File: config.mk
export PLATFORM = sky130hd
export DESIGN_NAME = osmr_top
export DESIGN_NICKNAME = d
export VERILOG_FILES = /design/src/rtl/osmr_pkg.sv /design/src/rtl/osmr_top.sv
export SDC_FILE = /design/constraint.sdc
export NUM_CORES = 1
export LEC_CHECK = 0
export BUFFER_PORTS_ARGS = -buffer_cell sky130_fd_sc_hd__buf_2
export CAP_MARGIN = 40
export CORE_MARGIN = 8
export CORE_UTILIZATION = 50
export DETAILED_ROUTE_END_ITERATION = 10
export PLACE_DENSITY = 0.72
export SYNTH_ARGS = -nofsm -noshare
export SYNTH_HDL_FRONTEND = slang
export SYNTH_SLANG_ARGS = --single-unit
File: constraint.sdc
create_clock -name hclk -period 4.6 [get_ports hclk]
set_input_delay 0.23 -clock hclk [delete_from_list [all_inputs] [get_ports hclk]]
set_output_delay 0.23 -clock hclk [all_outputs]
set_load 0.03 [all_outputs]
File: src/rtl/osmr_pkg.sv
package osmr_pkg;
    // channel groups that carry a sysref divider: 2/3, 4/5, 6/7
    localparam int OSMR_NCH = 8;
    localparam int OSMR_NSR = 6;
    localparam int OSMR_NPLL = 3;
    localparam int OSMR_NPIN = 2;
    localparam logic [4:0] OSMR_PIN_FUNC_SYNC = 5'h1f;
    // register map (byte addresses)
    localparam logic [7:0] OSMR_A_CTRL = 8'h00;
    localparam logic [7:0] OSMR_A_CHAN = 8'h04;
    localparam logic [7:0] OSMR_A_MUTE = 8'h08;
    localparam logic [7:0] OSMR_A_PIN = 8'h0c;
    localparam logic [7:0] OSMR_A_SRC = 8'h10;
    localparam logic [7:0] OSMR_A_STAT = 8'h14;
    // the software request register is known by index; its byte address is four times that
    localparam int OSMR_I_SWREQ = 21;
    localparam logic [7:0] OSMR_A_SWREQ = 8'(OSMR_I_SWREQ * 4);
    // field positions
    localparam int OSMR_B_SWREQ = 6;
    localparam int OSMR_B_GEN = 0;
    localparam int OSMR_B_PDEN = 1;
    localparam logic [31:0] OSMR_RST = 32'h0000_0000;
    localparam logic [1:0] OSMR_HTRANS_NONSEQ = 2'h2;
endpackage

File: src/rtl/osmr_top.sv
// Added by the designer: the address map and register access over AHB-Lite.
`timescale 1ns/1ns
// Contract
// - output pin with replica enable drives divider
// - replica source chosen among six sysref dividers
// - replica taken after static digital delay
// - replica is continuous, never pulsed
// - mute enabled output silenced while source invalid
// - invalidity from per-pll selected unlock bits
// - mute disabled passes clock unsuppressed
// - outputs start together after lock
// - members leave reset on same cycle
// - membership needs all four enables set, three on ch0/1
// - sync from pin function 31 or software
// - asserted sync resets members, mutes low
// - release aligns group phases
// - non-members ignore sync
// - member post-divider invalidates all its outputs
// - non-member post-dividers keep running
// - divide-by-1 outputs never gated
// - pin polarity select; software bit level
module osmr_top
    import osmr_pkg::*;
(
    // clock and reset
    input wire logic hclk,
    input wire logic hresetn,
    // ahb-lite slave
    input wire logic hsel,
    input wire logic [31:0] haddr,
    input wire logic [1:0] htrans,
    input wire logic hwrite,
    input wire logic [2:0] hsize,
    input wire logic [31:0] hwdata,
    input wire logic hready,
    output logic hreadyout,
    output logic hresp,
    output logic [31:0] hrdata,
    // pll status, per pll
    input wire logic [OSMR_NPLL-1:0] analog_loss_of_lock,
    input wire logic [OSMR_NPLL-1:0] digital_loss_of_lock,
    input wire logic [OSMR_NPLL-1:0] phase_loss_of_lock,
    // general purpose pins
    input wire logic [OSMR_NPIN-1:0] pin_in,
    output logic [OSMR_NPIN-1:0] pin_out,
    output logic [OSMR_NPIN-1:0] pin_oe,
    // sysref dividers, signal after static digital delay
    input wire logic [OSMR_NSR-1:0] sysref_after_static_delay,
    // divider and driver control
    output logic [OSMR_NCH-1:0] divider_reset,
    output logic [OSMR_NCH-1:0] driver_mute,
    output logic [OSMR_NPLL-1:0] postdiv_reset
);
    typedef struct packed {
        logic [1:0] bus_ph;
        logic [7:0] bus_addr;
        logic [31:0] rdata;
        logic global_en;
        logic [OSMR_NPLL-1:0] pll_postdiv_align_enable;
        logic [OSMR_NCH-1:0] chan_sync_en;
        logic [OSMR_NCH-1:0] sysref_divider_align_enable;
        logic [OSMR_NCH-1:0] bypass;
        logic [OSMR_NCH-1:0] mute_en;
        logic [OSMR_NPLL-1:0] mute_on_analog_pll_unlock;
        logic [OSMR_NPLL-1:0] mute_on_digital_pll_unlock;
        logic [OSMR_NPLL-1:0] mute_on_digital_phase_unlock;
        logic [OSMR_NPIN-1:0] pin_output_enable;
        logic [OSMR_NPIN-1:0] pin_polarity_invert;
        logic [9:0] pin_function_select;
        logic [5:0] sysref_pin_replica_enable;
        logic [5:0] replica_src;
        logic [15:0] chan_mux;
        logic software_alignment_request;
        logic [OSMR_NPIN-1:0] s1;
        logic [OSMR_NPIN-1:0] s2;
        logic [OSMR_NPIN-1:0] s3;
        logic [OSMR_NPIN-1:0] pin_lvl;
        logic [OSMR_NSR-1:0] sr1;
        logic [OSMR_NSR-1:0] sr2;
        logic [OSMR_NSR-1:0] sr3;
        logic [OSMR_NSR-1:0] sr_stable;
        logic [OSMR_NPLL-1:0] lol1;
        logic [OSMR_NPLL-1:0] lol2;
        logic [OSMR_NPLL-1:0] lol3;
        logic [OSMR_NPLL-1:0] lol_lvl;
        logic [OSMR_NPLL-1:0] dl1;
        logic [OSMR_NPLL-1:0] dl2;
        logic [OSMR_NPLL-1:0] dl3;
        logic [OSMR_NPLL-1:0] dl_lvl;
        logic [OSMR_NPLL-1:0] pl1;
        logic [OSMR_NPLL-1:0] pl2;
        logic [OSMR_NPLL-1:0] pl3;
        logic [OSMR_NPLL-1:0] pl_lvl;
        logic sync_req;
        logic [OSMR_NCH-1:0] div_rst;
        logic [OSMR_NCH-1:0] mute;
        logic [OSMR_NPLL-1:0] pd_rst;
        logic [OSMR_NPIN-1:0] pout;
        logic [OSMR_NPIN-1:0] poe;
    } osmr_state_t;

    osmr_state_t st;
    osmr_state_t next_st;
    logic [OSMR_NPLL-1:0] pll_bad;
    logic [OSMR_NCH-1:0] member;
    logic [OSMR_NCH-1:0] src_bad;
    logic [1:0] sel;
    logic pin_sync;
    logic [OSMR_NSR-1:0] sr_lvl;
    // padded to four so the non-pll mux code indexes a real zero
    logic [3:0] bad_by_sel;
    logic [3:0] pd_rst_by_sel;
    logic [3:0] pd_en_by_sel;

    always_comb begin
        next_st = st;
        // bus: one wait-free data phase
        next_st.bus_ph = {hsel && hready && htrans == OSMR_HTRANS_NONSEQ && hwrite,
                          hsel && hready && htrans == OSMR_HTRANS_NONSEQ && !hwrite};
        if (hsel && hready) begin
            next_st.bus_addr = haddr[7:0];
        end
        if (st.bus_ph[1]) begin
            unique case (st.bus_addr)
                OSMR_A_CTRL: begin
                    next_st.global_en = hwdata[OSMR_B_GEN];
                    next_st.pll_postdiv_align_enable = hwdata[3:1];
                end
                OSMR_A_CHAN: begin
                    next_st.chan_sync_en = hwdata[7:0];
                    next_st.sysref_divider_align_enable = hwdata[15:8];
                    next_st.bypass = hwdata[23:16];
                    next_st.mute_en = hwdata[31:24];
                end
                OSMR_A_MUTE: begin
                    next_st.mute_on_analog_pll_unlock = hwdata[2:0];
                    next_st.mute_on_digital_pll_unlock = hwdata[6:4];
                    next_st.mute_on_digital_phase_unlock = hwdata[10:8];
                    next_st.chan_mux = hwdata[31:16];
                end
                OSMR_A_PIN: begin
                    next_st.pin_output_enable = hwdata[1:0];
                    next_st.pin_polarity_invert = hwdata[3:2];
                    next_st.pin_function_select = hwdata[13:4];
                end
                OSMR_A_SRC: begin
                    next_st.sysref_pin_replica_enable = hwdata[5:0];
                    next_st.replica_src = hwdata[13:8];
                end
                OSMR_A_SWREQ: begin
                    next_st.software_alignment_request = hwdata[OSMR_B_SWREQ];
                end
                default: begin
                end
            endcase
        end
        // pin and status synchronisers, three stages
        next_st.s1 = pin_in;
        next_st.s2 = st.s1;
        next_st.s3 = st.s2;
        for (int i = 0; i < OSMR_NPIN; i++) begin
            if (st.s2[i] == st.s3[i]) begin
                next_st.pin_lvl[i] = st.s3[i];
            end
        end
        next_st.sr1 = sysref_after_static_delay;
        next_st.sr2 = st.sr1;
        next_st.sr3 = st.sr2;
        for (int s = 0; s < OSMR_NSR; s++) begin
            if (st.sr2[s] == st.sr3[s]) begin
                next_st.sr_stable[s] = st.sr3[s];
            end
        end
        // lock status comes from the pll domains, so it gets the same filter
        next_st.lol1 = analog_loss_of_lock;
        next_st.lol2 = st.lol1;
        next_st.lol3 = st.lol2;
        next_st.dl1 = digital_loss_of_lock;
        next_st.dl2 = st.dl1;
        next_st.dl3 = st.dl2;
        next_st.pl1 = phase_loss_of_lock;
        next_st.pl2 = st.pl1;
        next_st.pl3 = st.pl2;
        for (int p = 0; p < OSMR_NPLL; p++) begin
            if (st.lol2[p] == st.lol3[p]) begin
                next_st.lol_lvl[p] = st.lol3[p];
            end
            if (st.dl2[p] == st.dl3[p]) begin
                next_st.dl_lvl[p] = st.dl3[p];
            end
            if (st.pl2[p] == st.pl3[p]) begin
                next_st.pl_lvl[p] = st.pl3[p];
            end
        end
        // sync request
        pin_sync = 1'b0;
        for (int i = 0; i < OSMR_NPIN; i++) begin
            if (st.pin_function_select[i*5 +: 5] == OSMR_PIN_FUNC_SYNC && !st.pin_output_enable[i])
            begin
                pin_sync = pin_sync | (st.pin_lvl[i] ^ st.pin_polarity_invert[i]);
            end
        end
        next_st.sync_req = pin_sync | st.software_alignment_request;
        // source validity
        pll_bad = (st.lol_lvl & st.mute_on_analog_pll_unlock)
                | (st.dl_lvl & st.mute_on_digital_pll_unlock)
                | (st.pl_lvl & st.mute_on_digital_phase_unlock);
        for (int p = 0; p < OSMR_NPLL; p++) begin
            // only member post-dividers stop; others keep running
            next_st.pd_rst[p] = st.sync_req && st.global_en
                              && st.pll_postdiv_align_enable[p];
        end
        bad_by_sel = {1'b0, pll_bad};
        pd_rst_by_sel = {1'b0, st.pd_rst};
        pd_en_by_sel = {1'b0, st.pll_postdiv_align_enable};
        sel = 2'h0;
        member = '0;
        src_bad = '0;
        for (int c = 0; c < OSMR_NCH; c++) begin
            sel = st.chan_mux[c*2 +: 2];
            // mux code 3 is a non-pll source: never a member, never invalid
            member[c] = st.global_en && st.chan_sync_en[c]
                      && (st.sysref_divider_align_enable[c] || c < 2)
                      && sel != 2'h3 && pd_en_by_sel[sel];
            src_bad[c] = sel != 2'h3 && (bad_by_sel[sel] || pd_rst_by_sel[sel]);
            // every member drops on the same edge; bypassed ones are never gated
            next_st.div_rst[c] = st.sync_req && member[c] && !st.bypass[c];
            // release clears mute on one edge for members with mute_en off, one edge later for mute-enabled ones; lock recovery clears it per pll
            next_st.mute[c] = next_st.div_rst[c]
                            || (st.mute_en[c] && src_bad[c]);
        end
        // pin replica: a plain clock level, no pulser
        sr_lvl = st.sr_stable;
        for (int i = 0; i < OSMR_NPIN; i++) begin
            next_st.poe[i] = st.pin_output_enable[i];
            next_st.pout[i] = 1'b0;
            for (int s = 0; s < OSMR_NSR; s++) begin
                if (st.pin_output_enable[i] && st.sysref_pin_replica_enable[s]
                    && st.replica_src[s] == i[0]) begin
                    next_st.pout[i] = next_st.pout[i] | sr_lvl[s];
                end
            end
        end
        // read data
        next_st.rdata = 32'h0;
        if (next_st.bus_ph[0]) begin
            unique case (haddr[7:0])
                OSMR_A_CTRL: next_st.rdata = {28'h0, st.pll_postdiv_align_enable, st.global_en};
                OSMR_A_CHAN: next_st.rdata = {st.mute_en, st.bypass,
                                              st.sysref_divider_align_enable, st.chan_sync_en};
                OSMR_A_MUTE: next_st.rdata = {st.chan_mux, 5'h0, st.mute_on_digital_phase_unlock,
                                              1'b0, st.mute_on_digital_pll_unlock,
                                              1'b0, st.mute_on_analog_pll_unlock};
                OSMR_A_PIN: next_st.rdata = {18'h0, st.pin_function_select,
                                             st.pin_polarity_invert, st.pin_output_enable};
                OSMR_A_SRC: next_st.rdata = {18'h0, st.replica_src, 2'h0,
                                             st.sysref_pin_replica_enable};
                OSMR_A_STAT: next_st.rdata = {5'h0, st.pd_rst, st.mute, st.div_rst,
                                              7'h0, st.sync_req};
                OSMR_A_SWREQ: next_st.rdata = {25'h0, st.software_alignment_request, 6'h0};
                default: next_st.rdata = 32'h0;
            endcase
        end
    end

    always_ff @(posedge hclk or negedge hresetn) begin
        if (!hresetn) begin
            st <= '0;
        end else begin
            st <= next_st;
        end
    end

    assign hreadyout = 1'b1;
    assign hresp = 1'b0;
    assign hrdata = st.rdata;
    assign divider_reset = st.div_rst;
    assign driver_mute = st.mute;
    assign postdiv_reset = st.pd_rst;
    assign pin_out = st.pout;
    assign pin_oe = st.poe;

    a_member_reset: assert property (@(posedge hclk) disable iff (!hresetn)
        (st.sync_req && member[1] && !st.bypass[1]) |=> divider_reset[1] && driver_mute[1])
        else $error("member divider not reset");
    a_nonmember_free: assert property (@(posedge hclk) disable iff (!hresetn)
        !member[1] |=> !divider_reset[1])
        else $error("non-member divider reset");
    a_bypass_free: assert property (@(posedge hclk) disable iff (!hresetn)
        st.bypass[0] |=> !divider_reset[0])
        else $error("bypassed divider gated");
    a_mute_off: assert property (@(posedge hclk) disable iff (!hresetn)
        (!st.mute_en[3] && !next_st.div_rst[3]) |=> !driver_mute[3])
        else $error("unmuted output silenced");
    a_mute_bad: assert property (@(posedge hclk) disable iff (!hresetn)
        (st.mute_en[4] && src_bad[4]) |=> driver_mute[4])
        else $error("invalid source not muted");
    a_sw_sync: assert property (@(posedge hclk) disable iff (!hresetn)
        st.software_alignment_request |=> st.sync_req)
        else $error("software request lost");
    a_pd_run: assert property (@(posedge hclk) disable iff (!hresetn)
        !st.pll_postdiv_align_enable[0] |=> !postdiv_reset[0])
        else $error("non-member post-divider stopped");
    a_group_release: assert property (@(posedge hclk) disable iff (!hresetn)
        (member[1] && member[2] && !st.bypass[1] && !st.bypass[2])
        |=> divider_reset[1] == divider_reset[2])
        else $error("group members split");
    a_pin_off: assert property (@(posedge hclk) disable iff (!hresetn)
        !st.pin_output_enable[0] |=> !pin_out[0] && !pin_oe[0])
        else $error("pin driven while input");

    // post-divider and release behaviour
    a_pd_member: assert property (@(posedge hclk) disable iff (!hresetn)
        (st.sync_req && st.global_en && st.pll_postdiv_align_enable[0]) |=> postdiv_reset[0])
        else $error("member post-divider not reset");
    a_pd_idle: assert property (@(posedge hclk) disable iff (!hresetn)
        !st.sync_req |=> postdiv_reset == '0)
        else $error("post-divider reset without sync");
    a_pd_invalid: assert property (@(posedge hclk) disable iff (!hresetn)
        (st.mute_en[4] && st.chan_mux[9:8] == 2'h0 && st.pd_rst[0]) |=> driver_mute[4])
        else $error("output of reset post-divider not muted");
    a_all_release: assert property (@(posedge hclk) disable iff (!hresetn)
        !st.sync_req |=> divider_reset == '0)
        else $error("divider held after release");
    a_no_global: assert property (@(posedge hclk) disable iff (!hresetn)
        !st.global_en |=> divider_reset == '0 && postdiv_reset == '0)
        else $error("sync acted with global enable off");
    a_need_postdiv: assert property (@(posedge hclk) disable iff (!hresetn)
        (st.chan_mux[3:2] == 2'h0 && !st.pll_postdiv_align_enable[0]) |=> !divider_reset[1])
        else $error("member without post-divider enable");

    // sync request path
    a_pin_sync: assert property (@(posedge hclk) disable iff (!hresetn)
        (st.pin_function_select[4:0] == OSMR_PIN_FUNC_SYNC && !st.pin_output_enable[0]
         && st.pin_lvl[0] != st.pin_polarity_invert[0]) |=> st.sync_req)
        else $error("pin sync request lost");
    a_sync_quiet: assert property (@(posedge hclk) disable iff (!hresetn)
        (!st.software_alignment_request && !pin_sync) |=> !st.sync_req)
        else $error("sync request without source");
    a_func_other: assert property (@(posedge hclk) disable iff (!hresetn)
        (st.pin_function_select[4:0] != OSMR_PIN_FUNC_SYNC && !st.software_alignment_request
         && st.pin_function_select[9:5] != OSMR_PIN_FUNC_SYNC) |=> !st.sync_req)
        else $error("sync taken from a pin of another function");

    // auto-mute
    a_unlock_bad: assert property (@(posedge hclk) disable iff (!hresetn)
        (st.mute_on_analog_pll_unlock[0] && st.lol_lvl[0]) |-> pll_bad[0])
        else $error("selected unlock not seen");
    a_unlock_masked: assert property (@(posedge hclk) disable iff (!hresetn)
        (!st.mute_on_analog_pll_unlock[0] && !st.mute_on_digital_pll_unlock[0]
         && !st.mute_on_digital_phase_unlock[0]) |-> !pll_bad[0])
        else $error("unselected unlock made source invalid");
    a_mux_other: assert property (@(posedge hclk) disable iff (!hresetn)
        st.chan_mux[9:8] == 2'h3 |-> !src_bad[4])
        else $error("non-pll source judged invalid");
    a_start_together: assert property (@(posedge hclk) disable iff (!hresetn)
        (!src_bad[4] && !next_st.div_rst[4]) |=> !driver_mute[4])
        else $error("output held muted after lock");

    // pin replica
    a_replica_on: assert property (@(posedge hclk) disable iff (!hresetn)
        (st.pin_output_enable[1] && st.sysref_pin_replica_enable[2] && st.replica_src[2]
         && st.sr_stable[2]) |=> pin_out[1])
        else $error("replica not driven");
    a_replica_none: assert property (@(posedge hclk) disable iff (!hresetn)
        st.sysref_pin_replica_enable == '0 |=> pin_out == '0)
        else $error("pin driven with no replica source");
    a_replica_oe: assert property (@(posedge hclk) disable iff (!hresetn)
        st.pin_output_enable[1] |=> pin_oe[1])
        else $error("output pin not enabled");
    a_replica_level: assert property (@(posedge hclk) disable iff (!hresetn)
        (st.pin_output_enable[1] && st.sysref_pin_replica_enable == 6'h04 && st.replica_src[2])
        |=> pin_out[1] == $past(st.sr_stable[2]))
        else $error("replica does not follow divider level");

    // register bus
    a_read_idle: assert property (@(posedge hclk) disable iff (!hresetn)
        !(hsel && hready && htrans == OSMR_HTRANS_NONSEQ && !hwrite) |=> hrdata == '0)
        else $error("read data outside a read");
endmodule

==> qor.csv <==
stage,metric,value,unit
status,status,finished clean,
detailed_routing,postRouteAntennaNets,0,
detailed_routing,first_pass_iters,5,
setup_path,crit_type,flip-flop to flip-flop,
timing,maxClockFrequency,0.435,GHz
global_route,grt_util_all_layers,0.200,
synth,syn_area,9120,um2
placed_design,portBuffers,118,
synth,synth_ff_type,dfrtp_1,
final_layout,layout.nets,890,
setup_path,required,4980,ps
clock_network,cts_tree,built,
clock_network,post_cts_buffers,0,
clock_network,ctsLongestPathBuffers,3,
synth,yosysSeqAreaShare,0.606,
power_and_ir_drop,p_total,4170,uW
power_and_ir_drop,power-per-cell-area,390,nW/um2
placed_design,hpwl,15600,um
timing,finalClockSkew,7.33,ps
power_and_ir_drop,peakVddDrop,0.242,mV
clock_network,cts_buffers,23,
setup_path,critPathMaxStageDelay,580,ps
synth,ys_async_sr_fraction,1.00,
global_route,grt_overflow,0,
synth,synth_edf_count,0,
timing,final.min_clock_period,2300,ps
detailed_routing,drt_iter0_drc,405,
setup_path,critPathMaxFanout,12,
synth,syn_inst,690,
final_layout,area_growth,17.3,%
synth,synth_cell_type_count,56,
timing,final.period_utilization,0.500,
final_layout,layout_commonest_cell,dfrtp_1,
floorplanning,die_w,151,um
hold_path,hold_class,input pin to flip-flop,
clock_network,cts_resized,0,
setup_path,worst_ep_arrival_time,2680,ps
clock_network,h-tree-depth,1,
setup_path,start_kind,flip-flop,
floorplanning,io_pins,148,
floorplanning,initial_core_util,0.508,
final_layout,layout-drive-gt1-share,0.337,
clock_network,root_buffer,clkbuf_16,
setup_path,crit_chain,or4b_4 -> nor4_2 -> nand3b_1 -> mux2_1,
power_and_ir_drop,power.leakage,0.00485,uW
timing,relSlewSlack,0.319,
detailed_routing,vias,6051,
floorplanning,dieArea,22800,um2
timing,setup_viol,0,
detailed_routing,drt-total-wl,22300,um
timing,tightest_slew,1020,ps
detailed_routing,drc_errors,0,
synth,syn-num-nets,781,
clock_network,ctsHoldBuffers,40,
final_layout,layout_common_cells,"221 x dfrtp_1, 117 x buf_2, 101 x mux2_2, 40 x dlygate4sd3_1",
timing,rsz0062_at_grt,no,
global_route,grt_pass1_wl,35600,um
floorplanning,rows,49,
detailed_routing,wl_per_cell,21.3,um
timing,fin_setup_tns,0,ps
timing,hold_violations,0,
global_route,antenna_found_initial,3,
setup_path,cpMaxStageDelayCell,or4b_4,
synth,post_synth.cell_area_avg,13.2,um2
clock_network,clk_latency,500,ps
floorplanning,die_h,151,um
global_route,grt_pass1_vias,6444,
timing,final_max_slew_viol_count,0,
synth,synth_seq_cells,221,
clock_network,clk_pin_slew,60,ps
clock_network,clock_sinks,221,
setup_path,critPathCaptureType,flip-flop,
detailed_routing,avgViaCountPerCell,5.78,
placed_design,routabilityCongestion,0.872,
floorplanning,core_area,18000,um2
global_route,grt_max_degree,124,
synth,yosys_warnings,0,
run,drv_cap,0,
[Yosys cell counts (6+ instances only)]
master    instances  area [um2]
mux2_2          101        1140
maj3_1           17         170
buf_4            58         435
a22oi_1          30         225
clkbuf_1         12        45.0
nor2_1           26        97.6
a22o_1           21         184
nor2b_1           6        37.5
nand4b_1          7        61.3
dfrtp_1         221        5530
nand3_1          19        95.1
nand3b_1          6        45.0
buf_2             9        45.0
nand2_1          30         113
inv_1            14        52.6
o21ai_0          11        55.1
a21oi_1          13        65.1
[through the flow]
| stage | hold slack [ps] | utilization | cell area (um2) | cells | worst slack, ps |
|---|---|---|---|---|---|
| finish | 14.3 | 0.596 | 10700 | 1046 | 2300 |
| global route | 10.4 | 0.596 | 10700 | 1045 | 2190 |
| CTS | 0.629 | 0.596 | 10700 | 1044 | 2310 |
| detailed placement | 305 | 0.532 | 9560 | 963 | 2310 |
| global placement | 287 | 0.530 | 9520 | 960 | 1900 |
| floorplan | -65.6 | - | 9120 | 690 | 2640 |
[flip-flops by register name (all words and copies together), names as in the netlist]
name / cells
sr_lvl: 6
pd_en_by_sel: 3
st: 119
postdiv_reset: 3
pin_out: 2
divider_reset: 8
driver_mute: 8
pin_oe: 2
sel: 2
next_st: 36
hrdata: 32
[report_power, final]
part           internal (uW)  switching, uW  total (uW)
registers               2030           78.4        2110
logic                    123            144         267
clock network           1070            725        1790
[cells by family after synthesis]
group                    count (synthesis)  synth area share
AO/OA/AOI/OAI                          102            0.0823
XOR/XNOR                                 2           0.00192
adder cells (fa/ha/maj)                 17            0.0187
buffers and inverters                   97            0.0676
flip-flops                             221             0.606
multiplexers                           107             0.132
other                                    2          0.000823
AND/OR/NAND/NOR                        142            0.0909
[worst max-delay path: cells and delay by family (launching register included)]
kind	cells	cell delay [ps]
flip-flops	1	380
AND/OR/NAND/NOR	3	1300
multiplexers	1	500
[layer usage]
layer,track usage,part of all wire
met2,0.323,0.48
met4,0.0767,0.029
met5,0,0.00054
met3,0.0415,0.084
met1,0.260,0.41
[worst paths after layout]
check                            start  slack [ps]     endpoint  cells past startpoint
hold / removal              hwdata[16]          10      st[152]                      2
max in group asynchronous      hresetn        3190   hrdata[30]                      3
hold reg to reg            next_st[74]         350  next_st[68]                      0
min in group asynchronous      hresetn         340  next_st[76]                      2
setup / recovery               st[212]        2300      st[109]                      4
setup reg to reg               st[212]        2300      st[109]                      4
[final cells by class]
cell class | count | area, um2
Clock buffer | 31 | 626
Timing Repair Buffer | 167 | 1100
Antenna cell | 2 | 5.00
Fill cell | 1430 | 7260
Multi-Input combinational cell | 372 | 2990
Clock inverter | 10 | 109
Inverter | 14 | 52.6
Tap cell | 229 | 287
Sequential cell | 221 | 5530
(Power assumes the default switching activity.)
